### config.mk
export PLATFORM = sky130hd
export DESIGN_NAME = ls_timing
export DESIGN_NICKNAME = d
export VERILOG_FILES = /design/src/ls_timing.v /design/src/ls_cnt.v
export VERILOG_INCLUDE_DIRS = /design/src
export SDC_FILE = /design/constraint.sdc
export NUM_CORES = 1
export LEC_CHECK = 0
export BUFFER_PORTS_ARGS = -buffer_cell sky130_fd_sc_hd__buf_2
export CORE_MARGIN = 2
export CORE_UTILIZATION = 47
export DETAILED_ROUTE_END_ITERATION = 16
export HOLD_SLACK_MARGIN = 0.12
export MAX_ROUTING_LAYER = met4
export PLACE_DENSITY = 0.66
export SKIP_CTS_REPAIR_TIMING = 1
export SLEW_MARGIN = 20
export SYNTH_ARGS = -nofsm -noshare
export SYNTH_HDL_FRONTEND = slang
export SYNTH_SLANG_ARGS = --single-unit
### constraint.sdc
create_clock -name CORE_CLK -period 12.8 [get_ports CORE_CLK]
set_input_delay 0 -clock CORE_CLK [delete_from_list [all_inputs] [get_ports CORE_CLK]]
set_output_delay 0 -clock CORE_CLK [all_outputs]
set_load 0.02 [all_outputs]
### src/ls_defs.vh
// Register map, reset values and timing constants of the light timing block
`ifndef LS_DEFS_VH
`define LS_DEFS_VH
`define LS_ADDR_STEP_LO    8'h83
`define LS_ADDR_STEP_HI    8'h84
`define LS_ADDR_LCNT_LO    8'h85
`define LS_ADDR_LCNT_HI    8'h86
`define LS_ADDR_FCNT_LO    8'h87
`define LS_ADDR_FCNT_HI    8'h88
`define LS_ADDR_PAUSE      8'h89
`define LS_ADDR_LIM0       8'h8a
`define LS_ADDR_LIM1       8'h8b
`define LS_ADDR_LIM2       8'h8c
`define LS_RST_STEP_LO     8'hb3
`define LS_RST_ZERO        8'h00
`define LS_HI_MASK         8'h07
`define LS_FCNT_HI_MASK    8'h87
`define LS_ENDLESS_BIT     7
`define LS_MOD_PERIOD_PS   1388889
`define LS_CLK_PERIOD_PS   10000
`endif

### src/ls_timing.v
// Measurement timing and low-limit interrupt logic of the light sensor
`timescale 1ns/1ps
`include "ls_defs.vh"
module ls_timing #(
  parameter DW = 24,
  parameter PW = 4
) (
  input  wire          CORE_CLK,
  input  wire          RST_B,
  input  wire [7:0]    REG_ADDR,
  input  wire [7:0]    REG_WDATA,
  input  wire          REG_WR,
  input  wire          REG_RD,
  output reg  [7:0]    REG_RDATA,
  input  wire          MEAS_ENABLE,
  input  wire          FLICKER_ENABLE,
  input  wire [2:0]    MODULATOR_CLOCK_DIVIDER,
  input  wire [7:0]    TRIGGER_TIMING_UNIT,
  input  wire          LIMIT_CHANNEL_SELECT,
  input  wire [PW-1:0] PERSISTENCE_COUNT,
  input  wire          LIGHT_IRQ_ENABLE,
  input  wire          LIGHT_IRQ_FLAG_CLEAR,
  input  wire          SAMPLE_VALID,
  input  wire [DW-1:0] CHANNEL0_DATA,
  input  wire [DW-1:0] CHANNEL1_DATA,
  output reg           STEP_TICK,
  output reg           MEAS_BUSY,
  output reg           LIGHT_MEAS_DONE,
  output reg           FLICKER_STEP_DONE,
  output reg           FLICKER_END_MARK,
  output reg           IRQ_PIN,
  output reg           LIGHT_IRQ_FLAG,
  output reg           LIGHT_LOW_IRQ_FLAG
);
  localparam integer MOD_CYC = `LS_MOD_PERIOD_PS / `LS_CLK_PERIOD_PS;
  localparam [1:0] ST_IDLE  = 2'd0;
  localparam [1:0] ST_MEAS  = 2'd1;
  localparam [1:0] ST_PAUSE = 2'd2;

  ////////////////////////////////////////////////////////////////////////////
  // Registers
  reg [7:0] step_lo_q, step_hi_q, lcnt_lo_q, lcnt_hi_q;
  reg [7:0] fcnt_lo_q, fcnt_hi_q, pause_q, lim0_q, lim1_q, lim2_q;

  always @(posedge CORE_CLK or negedge RST_B) begin
    if (!RST_B) begin
      step_lo_q <= `LS_RST_STEP_LO;
      step_hi_q <= `LS_RST_ZERO;
      lcnt_lo_q <= `LS_RST_ZERO;
      lcnt_hi_q <= `LS_RST_ZERO;
      fcnt_lo_q <= `LS_RST_ZERO;
      fcnt_hi_q <= `LS_RST_ZERO;
      pause_q   <= `LS_RST_ZERO;
      lim0_q    <= `LS_RST_ZERO;
      lim1_q    <= `LS_RST_ZERO;
      lim2_q    <= `LS_RST_ZERO;
    end else if (REG_WR) begin
      case (REG_ADDR)
        `LS_ADDR_STEP_LO: step_lo_q <= REG_WDATA;
        `LS_ADDR_STEP_HI: step_hi_q <= REG_WDATA & `LS_HI_MASK;
        `LS_ADDR_LCNT_LO: lcnt_lo_q <= REG_WDATA;
        `LS_ADDR_LCNT_HI: lcnt_hi_q <= REG_WDATA & `LS_HI_MASK;
        `LS_ADDR_FCNT_LO: fcnt_lo_q <= REG_WDATA;
        `LS_ADDR_FCNT_HI: fcnt_hi_q <= REG_WDATA & `LS_FCNT_HI_MASK;
        `LS_ADDR_PAUSE:   pause_q   <= REG_WDATA;
        `LS_ADDR_LIM0:    lim0_q    <= REG_WDATA;
        `LS_ADDR_LIM1:    lim1_q    <= REG_WDATA;
        `LS_ADDR_LIM2:    lim2_q    <= REG_WDATA;
        default: ;
      endcase
    end
  end

  reg [7:0] rd_d;
  always @* begin
    case (REG_ADDR)
      `LS_ADDR_STEP_LO: rd_d = step_lo_q;
      `LS_ADDR_STEP_HI: rd_d = step_hi_q;
      `LS_ADDR_LCNT_LO: rd_d = lcnt_lo_q;
      `LS_ADDR_LCNT_HI: rd_d = lcnt_hi_q;
      `LS_ADDR_FCNT_LO: rd_d = fcnt_lo_q;
      `LS_ADDR_FCNT_HI: rd_d = fcnt_hi_q;
      `LS_ADDR_PAUSE:   rd_d = pause_q;
      `LS_ADDR_LIM0:    rd_d = lim0_q;
      `LS_ADDR_LIM1:    rd_d = lim1_q;
      `LS_ADDR_LIM2:    rd_d = lim2_q;
      default:          rd_d = `LS_RST_ZERO;
    endcase
  end

  always @(posedge CORE_CLK or negedge RST_B) begin
    if (!RST_B)
      REG_RDATA <= `LS_RST_ZERO;
    else if (REG_RD)
      REG_RDATA <= rd_d;
  end

  wire [10:0] step_count   = {step_hi_q[2:0], step_lo_q};
  wire [10:0] light_count  = {lcnt_hi_q[2:0], lcnt_lo_q};
  wire [10:0] flicker_count = {fcnt_hi_q[2:0], fcnt_lo_q};
  wire        endless      = fcnt_hi_q[`LS_ENDLESS_BIT];
  wire [23:0] low_limit    = {lim2_q, lim1_q, lim0_q};

  ////////////////////////////////////////////////////////////////////////////
  // Modulator clock
  reg  [7:0] pre_q;
  reg  [6:0] div_q;
  reg        mod_tick_q;
  reg  [1:0] state_q;
  reg        flk_run_q;
  wire       timing_on = (state_q != ST_IDLE) || flk_run_q;
  wire       pre_wrap  = (pre_q == MOD_CYC[7:0] - 8'h01);
  // divider by two to the select
  // Compare with >= so a smaller divider taken mid-count cannot stall the tick
  wire       div_wrap  = (div_q >= ((7'h01 << MODULATOR_CLOCK_DIVIDER) - 7'h01));

  always @(posedge CORE_CLK or negedge RST_B) begin
    if (!RST_B) begin
      pre_q      <= 8'h00;
      div_q      <= 7'h00;
      mod_tick_q <= 1'b0;
    end else if (!timing_on) begin
      pre_q      <= 8'h00;
      div_q      <= 7'h00;
      mod_tick_q <= 1'b0;
    end else begin
      pre_q      <= pre_wrap ? 8'h00 : pre_q + 8'h01;
      mod_tick_q <= pre_wrap && div_wrap;
      if (pre_wrap)
        div_q <= div_wrap ? 7'h00 : div_q + 7'h01;
    end
  end

  ////////////////////////////////////////////////////////////////////////////
  // Step, light and flicker sequencing
  wire step_done;
  wire light_done;
  wire flk_done;
  wire in_meas  = (state_q == ST_MEAS);
  wire start    = (state_q == ST_IDLE) && MEAS_ENABLE;

  // step of count plus one ticks
  ls_cnt #(.W(11)) u_step (
    .clk    (CORE_CLK),
    .rst_b  (RST_B),
    .clr    (!timing_on || state_q == ST_PAUSE),
    .inc    (mod_tick_q),
    .limit  (step_count),
    .done_q (step_done)
  );

  ls_cnt #(.W(11)) u_light (
    .clk    (CORE_CLK),
    .rst_b  (RST_B),
    .clr    (!in_meas),
    .inc    (step_done && in_meas),
    .limit  (light_count),
    .done_q (light_done)
  );

  ls_cnt #(.W(11)) u_flicker (
    .clk    (CORE_CLK),
    .rst_b  (RST_B),
    .clr    (!flk_run_q),
    .inc    (step_done && flk_run_q),
    .limit  (flicker_count),
    .done_q (flk_done)
  );

  // Pause counted in modulator ticks; 16 bits holds the full product
  reg  [15:0] pause_cnt_q;
  wire [15:0] pause_len = TRIGGER_TIMING_UNIT * pause_q;

  always @(posedge CORE_CLK or negedge RST_B) begin
    if (!RST_B) begin
      state_q     <= ST_IDLE;
      pause_cnt_q <= 16'h0000;
    end else begin
      case (state_q)
        ST_IDLE: begin
          pause_cnt_q <= 16'h0000;
          if (MEAS_ENABLE)
            state_q <= ST_MEAS;
        end
        ST_MEAS: begin
          pause_cnt_q <= 16'h0000;
          if (!MEAS_ENABLE)
            state_q <= ST_IDLE;
          else if (light_done && pause_len != 16'h0000)
            state_q <= ST_PAUSE;
        end
        ST_PAUSE: begin
          if (!MEAS_ENABLE)
            state_q <= ST_IDLE;
          else if (pause_cnt_q >= pause_len)
            state_q <= ST_MEAS;
          else if (mod_tick_q)
            pause_cnt_q <= pause_cnt_q + 16'h0001;
        end
        default: state_q <= ST_IDLE;
      endcase
    end
  end

  always @(posedge CORE_CLK or negedge RST_B) begin
    if (!RST_B) begin
      flk_run_q         <= 1'b0;
      FLICKER_STEP_DONE <= 1'b0;
      FLICKER_END_MARK  <= 1'b0;
      LIGHT_MEAS_DONE   <= 1'b0;
      STEP_TICK         <= 1'b0;
      MEAS_BUSY         <= 1'b0;
    end else begin
      if (!FLICKER_ENABLE)
        flk_run_q <= 1'b0;
      else if (start)
        flk_run_q <= 1'b1;
      else if (flk_done && !endless)
        flk_run_q <= 1'b0;
      FLICKER_STEP_DONE <= flk_done;
      FLICKER_END_MARK  <= flk_done && !endless;
      LIGHT_MEAS_DONE   <= light_done;
      STEP_TICK         <= step_done;
      MEAS_BUSY         <= timing_on;
    end
  end

  ////////////////////////////////////////////////////////////////////////////
  // Low-limit detection
  // selected channel against limit
  wire [DW-1:0] sel_data = LIMIT_CHANNEL_SELECT ? CHANNEL1_DATA : CHANNEL0_DATA;
  wire          below    = sel_data < low_limit;
  reg  [PW-1:0] pers_q;
  wire [PW-1:0] pers_next = pers_q + {{(PW-1){1'b0}}, 1'b1};
  // A persistence of zero fires on every low sample
  wire          fire = SAMPLE_VALID && below && LIGHT_IRQ_ENABLE &&
                       (pers_next >= PERSISTENCE_COUNT || pers_q == {PW{1'b1}});

  always @(posedge CORE_CLK or negedge RST_B) begin
    if (!RST_B)
      pers_q <= {PW{1'b0}};
    else if (SAMPLE_VALID) begin
      if (!below)
        pers_q <= {PW{1'b0}};
      else if (pers_q != {PW{1'b1}})
        pers_q <= pers_next;
    end
  end

  always @(posedge CORE_CLK or negedge RST_B) begin
    if (!RST_B) begin
      LIGHT_IRQ_FLAG     <= 1'b0;
      LIGHT_LOW_IRQ_FLAG <= 1'b0;
      IRQ_PIN            <= 1'b0;
    end else begin
      // set on persistent low; set beats clear
      LIGHT_IRQ_FLAG     <= fire | (LIGHT_IRQ_FLAG & ~LIGHT_IRQ_FLAG_CLEAR);
      LIGHT_LOW_IRQ_FLAG <= fire | (LIGHT_LOW_IRQ_FLAG & ~LIGHT_IRQ_FLAG_CLEAR);
      IRQ_PIN            <= fire | (IRQ_PIN & ~LIGHT_IRQ_FLAG_CLEAR);
    end
  end
endmodule // ls_timing

### src/ls_cnt.v
// Wrapping event counter with a registered terminal pulse
`timescale 1ns/1ps
module ls_cnt #(
  parameter W = 11
) (
  input  wire         clk,
  input  wire         rst_b,
  input  wire         clr,
  input  wire         inc,
  input  wire [W-1:0] limit,
  output reg          done_q
);
  reg [W-1:0] count_q;
  wire        hit = inc && (count_q == limit);

  always @(posedge clk or negedge rst_b) begin
    if (!rst_b) begin
      count_q <= {W{1'b0}};
      done_q  <= 1'b0;
    end else begin
      done_q <= hit && !clr;
      if (clr || hit)
        count_q <= {W{1'b0}};
      else if (inc)
        count_q <= count_q + {{(W-1){1'b0}}, 1'b1};
    end
  end
endmodule // ls_cnt

# Word level (Yosys, flattened, before mapping)
# Index checks and enable logic that the tools add are counted.
dict set report op_classes {
  n_mux 29
  n_addsub 8
  magnitude_cmp 4
  multipliers 1
  shifts 1
  reduce_logical 47
  n_bitwise 7
  n_eq_ne 27
}
# op count
set ops {}
lappend ops {{8-bit equality test (second input constant)} 11}
lappend ops {{8-bit case mux with 10 select lines} 1}
lappend ops {{11-bit two-way mux} 6}
lappend ops {{16-bit two-way mux} 3}
lappend ops {{11-bit by 1-bit adder with 11-bit output (second input constant)} 3}
lappend ops {{11-bit equality test} 3}
lappend ops {{16-bit case mux with 2 select lines} 1}
lappend ops {{24-bit less-than comparator} 1}
lappend ops {{24-bit two-way mux} 1}
lappend ops {{2-bit AND reduction} 11}
lappend ops {{7-bit two-way mux} 3}
lappend ops {{16-bit by 1-bit adder with 16-bit output (second input constant)} 1}
lappend ops {{16-bit >= comparator} 1}
lappend ops {{8-bit by 8-bit multiplier with 16-bit output} 1}
lappend ops {{8-bit two-way mux} 2}
lappend ops {{16-bit nonzero test} 1}
lappend ops {{1-bit logical AND} 15}
lappend ops {{2-bit two-way mux} 5}
lappend ops {{2-bit nonzero test} 5}
lappend ops {{8-bit by 1-bit adder with 8-bit output (second input constant)} 1}
lappend ops {{4-bit two-way mux} 2}
lappend ops {{2-bit inequality test (second input constant)} 4}
lappend ops {{7-bit by 1-bit adder with 7-bit output (second input constant)} 1}
lappend ops {{7-bit >= comparator} 1}
lappend ops {{22 further kinds} 40}
dict set report word_totals {
  inputBits 89
  output_inout_bits 16
  register_bits 157
  wordCells 156
}

# Depth between registers and ports, before layout
# Gate-level depths: netlist of run 1.
dict set report depth {
  word_depth 6
  mapped_depth 26
  depth_no_buf 23
}

# Modules after synthesis
# Synthesis of run 1 repeated with hierarchy kept, for this count alone.
dict set report hier_totals {
  cells_unflattened 1158
  hier_area_um2 11429.7
}
# mod cells_per_inst area_each_um2 instances
set by_module_without_submodules {}
lappend by_module_without_submodules {ls_timing 945 9297.7 1}
lappend by_module_without_submodules {ls_cnt 71 710.7 3}

# Worst setup path before layout of run 1
# No wires, ideal clock.
dict set report synth_timing {
  path_type {reg2reg}
  startpoint {register pause_q[7]}
  endpoint {register pause_cnt_q[13]}
  path_slack_ps 6399
  setup_ps 79
  path_stages_with_launch 25
  synth_period_minus_slack_ps 6401
  t_arrival_ps 6321
  cell_sequence {dfrtp_1 clkbuf_1 nand2_1 fa_1 fa_1 inv_1 fa_1 inv_1 fa_1 inv_1 ha_1 buf_6 a21o_1 a221oi_2 a211oi_1 o21a_1 or2_2 ha_1 a2111oi_0 o21ai_0 a32oi_1 nand3_1 clkbuf_1 nor4_1 mux2i_1}
}
dict set report synth_between {
  elab_chain_len 4
}
# element line
set synth_rtl {}
lappend synth_rtl {{start: declaration} ls_timing.v:43} ;# reg [7:0] fcnt_lo_q, fcnt_hi_q, pause_q, lim0_q, lim1_q, lim2_q;
lappend synth_rtl {{start signal: assignment} ls_timing.v:53} ;# pause_q <= `LS_RST_ZERO;
lappend synth_rtl {{8-bit by 8-bit multiplier with 16-bit output} ls_timing.v:172} ;# wire [15:0] pause_len = TRIGGER_TIMING_UNIT * pause_q;
lappend synth_rtl {{16-bit >= comparator} ls_timing.v:195} ;# else if (pause_cnt_q >= pause_len)
lappend synth_rtl {{2-bit inequality test (no line)} -}
lappend synth_rtl {{4-bit AND reduction (no line)} -}
lappend synth_rtl {{end signal: assignment} ls_timing.v:198} ;# pause_cnt_q <= pause_cnt_q + 16'h0001;
lappend synth_rtl {{end: declaration} ls_timing.v:171} ;# reg [15:0] pause_cnt_q;
# No other way between the ends.
# A chain may end at the register's enable or synchronous reset.

# Final worst setup path of run 1
dict set report layout_timing {
  startpoint {register pause_q[7]}
  endpoint {register pause_cnt_q[7]}
}
# The elaborated chain is that of the path after synthesis.

==> metrics.txt, run 1 <==
post-route ant nets 0; Setup CP Type reg2reg; Slowest-stage cell, CP or4_1; Largest delay share family, worst path adder cells; # IOs ~110; ys flop type dfrtp_1; nature of the critical path startpoint flip-flop; max-cap viol count 0; CP endpoint kind flip-flop; register area between 0.003 and 0.004 sq mm; Cell Area, Synth 0.0113 sq mm; ANT cells 0; post-route minimum period 7.31 ns; area delta synth->final 14.2%; PD cells 98.1 mW/mm^2; Mapped Avg Cell Area slightly below 10 sq um; first-pass GRT wire length between 40000 and 50000 um; crit-path max FO 27; final-layout setup total negative slack 0 ns; CP Data Arrival Time 7.66 ns; ys async rst share 100%; Longest Clk Path Bufs 2; met2 usage 36.5%; CTS tree built; sequential fraction of the synthesis area a little over a third; WHS between 0.1 and 0.15 ns; die height between 150 and 200 um; vias in the first global route about 9000; fmax roughly 0.14 GHz; Synth cell types 65; unrepaired setup endpoints after global routing no; num rows between 50 and 60; GR peak layer met2; CTS root buffer clkbuf_16; largest net degree at the start of global routing roughly 100; Final Hold Viols 0; critical path, cell by cell nand2_1 -> fa_1 -> fa_1 -> inv_1 -> fa_1 -> inv_1 -> fa_1 -> inv_1 -> ha_1 -> a21o_1 -> a221oi_2 -> a211oi_1 -> o21a_1 -> or2_2 -> ha_1 -> a2111oi_0 -> o21ai_0 -> a32oi_1 -> nand3_1 -> or4_1 -> a21oi_1; WL/cell about 17 um; initial drt markers 414; final worst-path setup slack approximately 5.5 ns; most frequent cell after synthesis dfrtp_1; fin. max-slew vios 0; Setup violations, final 0; Leak roughly 6.3 nW; main area contributors after synthesis dfrtp_1 (34%), ha_1 (11%), mux2_2 (8.3%); # DRC 0; Die X ~160 um; GPL Wtd Cong 0.895; worst-margin pin slew 0.913 ns; Slew headroom 39.2%; routed vias between 8000 and 9000; critical path's largest stage delay 0.72 ns; yosys warns 0; CTS Buf Count 17; Post-layout nets ~1500; Core Box Area between 0.02 and 0.025 sq mm; clock sinks 157; Post-Route WL 27000 um; WP data required 13.15 ns; most frequent CP cell fa_1; total grt overflow 0; all-layer global routing usage 22.4%; Setup Skew 0.0157 ns; period utilization between 50% and 60%; cells after synthesis roughly 1200; Setup Slack @ Placement ~5.6 ns; Initial DRT Pass Iterations 5; top cell type's share of synthesized area about a third; PortBufs 104; Tightest Hold Check Type in2reg; Final Power between 1 and 1.5 mW; H-tree levels 4; clk slew on worst S/H paths around 0.080 ns; CP bufs+invs 3; layout cell share with drive strength beyond 1 a little under a fifth; met1 GRT Util between 20 and 30%; largest area contributor in the netlist dfrtp_1; number of synthesized flops with an enable pin 0; Synth Register Bits around 160; M3 GR Usage ~3.8%; Initial Util a little under 50%; post-DP HPWL 20300 um; maximum vdd drop just under 0.07 mV; Die Area about 0.025 sq mm; post-synth net total approximately 1400; multi-input logic area between 0.006 and 0.007 sq mm; worst-skew pair later-pin latency 0.44 ns; antenna violations before repair 0; number of fill cells in the layout ~2100; list of most frequent post-synthesis cells dfrtp_1 (152), inv_1 (111), ha_1 (95); status finished, final reports clean; Vias/cell roughly 5.5
-- worst paths after layout --
kind | from | endpoint | slack (ns) | cells past startpoint
worst max-delay path | pause_q[7] | pause_cnt_q[7] | 5.49 | 21
worst min register to register | u_flicker.done_q | FLICKER_STEP_DONE | 0.42 | 0
max in group asynchronous | RST_B | u_flicker.count_q[3] | 11.21 | 3
worst max register to register | pause_q[7] | pause_cnt_q[7] | 5.49 | 21
min in group asynchronous | RST_B | LIGHT_IRQ_FLAG | 0.27 | 2
worst min-delay path | REG_ADDR[5] | REG_RDATA[2] | 0.14 | 4
-- power by group --
part,leakage (nW),internal [mW],switching (mW)
clock network,0.307,0.321,0.227
registers,2.12,0.513,0.0208
logic,3.83,0.0833,0.104
total,6.26,0.917,0.351
-- placed cells by master (no fill, tap or decap), drive strengths merged, types with 5 or more instances in the layout --
cell type | netlist | routed
o21ai | 32 | 32
nor4 | 10 | 10
and3 | 22 | 22
nand4 | 26 | 26
o22ai | 13 | 13
nand2b | 15 | 15
o31ai | 5 | 5
nor2 | 76 | 76
nand2 | 79 | 79
fa | 36 | 36
mux2i | 23 | 23
or3 | 7 | 7
xnor2 | 46 | 46
buf | 5 | 105
a21oi | 35 | 35
nor3 | 11 | 11
dfstp | 5 | 5
xor2 | 35 | 35
clkbuf | 29 | 18
o21a | 7 | 7
dfrtp | 152 | 152
nand3 | 29 | 29
a22oi | 6 | 6
ha | 95 | 95
and2 | 59 | 59
dlygate4sd3 | 0 | 17
mux2 | 83 | 83
a21o | 20 | 20
inv | 111 | 118
nor2b | 9 | 9
a221oi | 6 | 6
o211ai | 8 | 8
o221ai | 5 | 5
-- final cells by class --
type,instances,area share [%]
tap,319,3.09
multi-input combinational,850,52.9
timing repair buffer,122,5.45
clock buffer,18,3.40
clock inverter,14,1.52
inverter,111,3.22
sequential,157,30.5
-- tightest hold or removal path: stages --
cell	delay, ns
buf_2	0.08
nor4b_2	0.06
nand4_1	0.27
o22ai_1	0.13
-- cells by family after synthesis --
logic type               count (synthesis)  share of synthesized area [%]
AND/OR/NAND/NOR                        363                           16.6
AO/OA/AOI/OAI                          167                           9.95
multiplexers                           108                           10.7
XOR/XNOR                                81                           6.27
buffers and inverters                  145                           4.88
adder cells (fa/ha/maj)                131                           16.9
flip-flops                             157                           34.8
-- stage by stage --
step / cell area [sq um] / util (%) / std cells
final: 12900 / 54.9 / 1591
after floorplan: 11300 / - / 1152
after global routing: 12900 / 54.9 / 1591
after detailed placement: 12100 / 51.5 / 1542
after global placement: 12100 / 51.5 / 1542
after CTS: 12800 / 54.2 / 1574
-- metal layers --
metal  vias up  share of wire, %
li1       4216                 -
met1      4311                45
met2       164                49
met3        41               3.6
met4         0               2.1
met5         -                 0
-- state kept, by name, indices dropped and copies added, names as in the netlist, 4 cells and up --
signal and count:
REG_RDATA 8, div_q 7, fcnt_hi_q 4, fcnt_lo_q 8, lcnt_lo_q 8, lim0_q 8
lim1_q 8, lim2_q 8, pause_cnt_q 16, pause_q 8, pers_q 4, pre_q 8
step_lo_q 8, u_flicker.count_q 11, u_light.count_q 11, u_step.count_q 11
Power figures use the tool's default switching activity.
==> inputs of run 2 (changes only) <==
- clock period: 12.8 -> 7 ns (I/O delays scaled with it)
==> run 2 against run 1 <==
  * Cell area is 0.31% higher
  * Via count increased by 1.1%
  * Worst hold slack gained 0.026 ns
  * Utilization is 0.17 points higher
  * Count of clock-buffer cells in the layout down 1
  * Wire length shrank 0.17%
  * Die area is the same
  * Sequential cell count stayed put
  * Critical path type unchanged
==> metrics.txt, run 2 (synthesis results as in run 1) <==
critical path's largest stage delay 0.56 ns; Final Hold Viols 0; critical path, cell by cell and2_1 -> fa_1 -> fa_1 -> inv_1 -> fa_1 -> fa_1 -> inv_1 -> ha_1 -> and3_1 -> a221oi_4 -> a211oi_1 -> o21a_1 -> or2_2 -> ha_1 -> a2111oi_2 -> o21ai_0 -> a32oi_1 -> nand3_1 -> buf_4 -> or4_1 -> a21oi_1; Post-layout nets 1482; Slowest-stage cell, CP fa_1; vias in the first global route around 8700; Largest delay share family, worst path adder cells; Die Area about 0.025 sq mm; all-layer global routing usage between 20% and 30%; Post-Route WL ~27000 um; nature of the critical path startpoint flip-flop; worst-margin pin slew 0.950 ns; largest net degree at the start of global routing between 100 and 150; Setup violations, final 0; most frequent cells in the layout dfrtp_1 (147), inv_1 (111), buf_2 (103); antenna violations before repair 0; post-route minimum period about 6.5 ns; Initial Util 48.1%; unrepaired setup endpoints after global routing no; commonest non-fill, non-tap cell in the layout dfrtp_1; initial drt markers approximately 450; first-pass GRT wire length 44500 um; GPL Wtd Cong ~0.91; fin. max-slew vios 0; CP endpoint kind flip-flop; # IOs 105; max reg flops 16; die height ~160 um; CTS Buf Count 17; PD cells 177 mW/mm^2; Slew headroom between 30% and 40%; Setup CP Type reg2reg; clock sinks around 160; CTS tree built; crit-path max FO 27; WL/cell about 17 um; CTS root buffer clkbuf_16; final core utilization between 50% and 60%; WHS 0.170 ns; placed cells between 1500 and 2000; most frequent CP cell fa_1; Longest Clk Path Bufs 2; Die X between 150 and 200 um; Worst R2R Setup Slack about 0.47 ns; Setup Skew 0.0154 ns; clk slew on worst S/H paths 0.07 ns; routed vias around 8800; Core Box Area around 0.024 sq mm; area delta synth->final 14.5%; max-cap viol count 0; Largest Register pause_cnt_q; # DRC 0; register area 0.00394 sq mm; period utilization slightly above 90%; status finished, final reports clean; Vias/cell ~5.5; Initial DRT Pass Iterations 5; ANT cells 0; num rows 56; layout cell share with drive strength beyond 1 19.5%; Tightest Hold Check Type in2reg; post-DP HPWL ~20000 um; post-route ant nets 0; fmax 0.153 GHz; Final Power 2.30 mW; WP data required between 7 and 8 ns; PortBufs 104; fin cells roughly 1600; CP bufs+invs 3; Leak roughly 6.2 nW; maximum vdd drop between 0.15 and 0.2 mV; number of fill cells in the layout ~2200; CP Data Arrival Time about 6.9 ns; final-layout setup total negative slack 0 ns; total grt overflow 0; multi-input logic area between 0.006 and 0.007 sq mm; worst-skew pair later-pin latency 0.43 ns; H-tree levels 4
run 2: area by class of cell:
class | count | share of cell area (%)
clock buffers | 17 | 3.28
inverters | 111 | 3.21
clock inverters | 15 | 1.52
multi-input cells | 850 | 52.9
flip-flops and latches | 157 | 30.4
well taps | 319 | 3.08
repair buffers | 125 | 5.63
run 2: power breakdown:
part / switching, mW / total [mW] / internal, mW / leakage [nW]
Clock: 0.429 / 0.976 / 0.547 / 0.299
Sequential: 0.0384 / 0.977 / 0.939 / 2.11
Combinational: 0.190 / 0.344 / 0.154 / 3.84
run 2: per-layer routing:
metal	vias to the layer above	track usage, %	part of all wire [%]
li1	4236	-	-
met1	4370	29.0	46
met2	177	36.3	48
met3	48	3.83	3.9
met4	0	5.79	2.0
met5	-	-	0
run 2: final timing paths:
kind	from	to	depth (start not counted)
worst max-delay path	pause_q[4]	pause_cnt_q[5]	21
worst min-delay path	REG_ADDR[6]	REG_RDATA[1]	4
worst max register to register	pause_q[4]	pause_cnt_q[5]	21
worst min register to register	u_flicker.done_q	FLICKER_STEP_DONE	0
max in group asynchronous	RST_B	pause_q[3]	3
min in group asynchronous	RST_B	pers_q[1]	2
run 2: through the flow:
stage	cell area, sq um	setup slack [ns]
after floorplan	11300	0.599
after global placement	12100	0.419
after detailed placement	12100	0.135
after CTS	12700	0.0728
after global routing	13000	0.0506
final	13000	0.466
run 2: worst reg2reg max path: stages, from the launching register on:
cell       delay, ns
dfrtp_2         0.47
and2_1          0.18
fa_1            0.45
fa_1            0.54
inv_1           0.05
fa_1            0.47
fa_1            0.56
inv_1           0.04
ha_1            0.36
and3_1          0.24
a221oi_4        0.30
a211oi_1        0.15
o21a_1          0.23
or2_2           0.29
ha_1            0.33
a2111oi_2       0.40
o21ai_0         0.15
a32oi_1         0.23
nand3_1         0.10
buf_4           0.23
or4_1           0.51
a21oi_1         0.17
==> inputs of run 3 (changes only) <==
- BUFFER_PORTS_ARGS: -buffer_cell sky130_fd_sc_hd__buf_2 -> default
- DONT_BUFFER_PORTS: default -> 1
- PLACE_DENSITY: 0.66 -> default
==> run 3 against run 2 <==
  * Count of clock-buffer cells in the layout up 1
  * Utilization down 2.1 points
  * Critical path depth unchanged
  * Power down 3.0%
  * Worst setup slack worse by 0.088 ns
  * Critical path type unchanged
  * Largest power group unchanged
  * Highest routed layer unchanged
==> metrics.txt, run 3 (synthesis results as in run 1) <==
CP Data Arrival Time ~7.0 ns; WHS a little under 0.08 ns; Final Hold Viols 0; CTS Buf Count 17; post-DP HPWL ~20000 um; multi-input logic area between 0.006 and 0.007 sq mm; clock sinks 157; Tightest Hold Check Type in2reg; WL/cell between 15 and 20 um; PortBufs 0; Vias/cell 5.57; # IOs around 110; final worst-path setup slack 0.379 ns; largest net degree at the start of global routing roughly 160; critical path, cell by cell and2_1 -> fa_1 -> fa_1 -> fa_1 -> inv_1 -> fa_1 -> inv_1 -> ha_1 -> and3_1 -> a221oi_4 -> a211oi_1 -> o21a_1 -> or2_2 -> ha_1 -> a2111oi_2 -> o21ai_0 -> a32oi_1 -> nand3_1 -> buf_4 -> or4_1 -> a21oi_1; Leak 5.84 nW; CP bufs+invs 3; worst-margin pin slew 0.831 ns; fin. max-slew vios 0; Largest Register pause_cnt_q; Post-layout nets around 1400; vias in the first global route 8353; # DRC 0; worst-skew pair later-pin latency about 0.43 ns; Die Area roughly 0.025 sq mm; Initial Util between 40% and 50%; CTS tree built; H-tree levels 4; Core Box Area ~0.024 sq mm; clk slew on worst S/H paths ~0.07 ns; max-cap viol count 0; antenna violations before repair 1; crit-path max FO 27; Slew headroom 44.5%; Setup Slack @ Placement 0.193 ns; critical path's largest stage delay about 0.56 ns; all-layer global routing usage 22.0%; routed vias 8330; status finished, final reports clean; post-route minimum period 6.62 ns; initial drt markers ~420; CP endpoint kind flip-flop; die height about 160 um; period utilization ~95%; most frequent cells in the layout dfrtp_1 (147), inv_1 (111), ha_1 (95); area delta synth->final 10.2%; Post-Route WL ~27000 um; maximum vdd drop ~0.18 mV; Final Power about 2.2 mW; commonest non-fill, non-tap cell in the layout dfrtp_1; Die X 159 um; fin cells 1495; PD cells approximately 180 mW/mm^2; max reg flops 16; Setup violations, final 0; num rows 56; Initial DRT Pass Iterations 5; fmax ~0.15 GHz; GPL Wtd Cong between 0.8 and 0.9; Slowest-stage cell, CP fa_1; CTS root buffer clkbuf_16; Setup Skew around 0.013 ns; nature of the critical path startpoint flip-flop; total grt overflow 0; Setup CP Type reg2reg; most frequent CP cell fa_1; placed cells roughly 1400; first-pass GRT wire length 43500 um; register area 0.00394 sq mm; Longest Clk Path Bufs 2; number of fill cells in the layout 2221; Largest delay share family, worst path adder cells; post-route ant nets 0; WP data required about 7.4 ns; layout cell share with drive strength beyond 1 about an eighth
## run 3: cell count changes in the layout (fill, tap and decap cells not counted), sizes merged
cell | before | now
clkinvlp | 2 | 3
diode | 0 | 1
inv | 120 | 116
clkbuf | 17 | 18
clkinv | 2 | 4
dlygate4sd3 | 18 | 22
buf | 107 | 3
## run 3: report_power, final
group	internal, mW	leakage, nW	switching, mW
clock	0.542	0.288	0.401
sequential	0.939	2.11	0.0398
combinational	0.139	3.44	0.168
## run 3: area by class of cell
type | instances | area share (%)
Multi-Input combinational cell | 850 | 54.9
Timing Repair Buffer | 25 | 2.11
Antenna cell | 1 | 0.0201
Tap cell | 319 | 3.20
Clock inverter | 14 | 1.26
Clock buffer | 18 | 3.52
Inverter | 111 | 3.34
Sequential cell | 157 | 31.6
## run 3: metrics by stage
| stage | utilization [%] | area, sq um | TNS, ns |
|---|---|---|---|
| floorplan | - | 11300 | 0 |
| global placement | 49.3 | 11600 | 0 |
| detailed placement | 49.3 | 11600 | 0 |
| CTS | 51.8 | 12200 | 0 |
| global route | 53.0 | 12500 | -0.00371 |
| finish | 53.0 | 12500 | 0 |
## run 3: worst min-delay path, stage by stage
cell     delay [ns]
nor2_1         0.02
a21oi_1        0.14
o22ai_1        0.10
nor2_1         0.12
o22ai_1        0.07
## run 3: worst paths after layout
check                          startpoint               to  slack [ns]  depth (start not counted)
hold / removal                REG_ADDR[1]     REG_RDATA[2]        0.08                          5
min in group asynchronous           RST_B         div_q[1]        0.22                          2
setup / recovery               pause_q[4]   pause_cnt_q[5]        0.38                         21
hold reg to reg            u_light.done_q  LIGHT_MEAS_DONE        0.38                          0
max in group asynchronous           RST_B       pause_q[6]        6.09                          2
setup reg to reg               pause_q[4]   pause_cnt_q[5]        0.38                         21
## run 3: routing by layer
metal / track usage (%) / vias to the layer above / wire length, um
li1: - / 4030 / -
met1: 28.1 / 4118 / 12100
met2: 36.2 / 146 / 13100
met3: 3.78 / 36 / 932
met4: 5.99 / 0 / 476
met5: - / - / 0
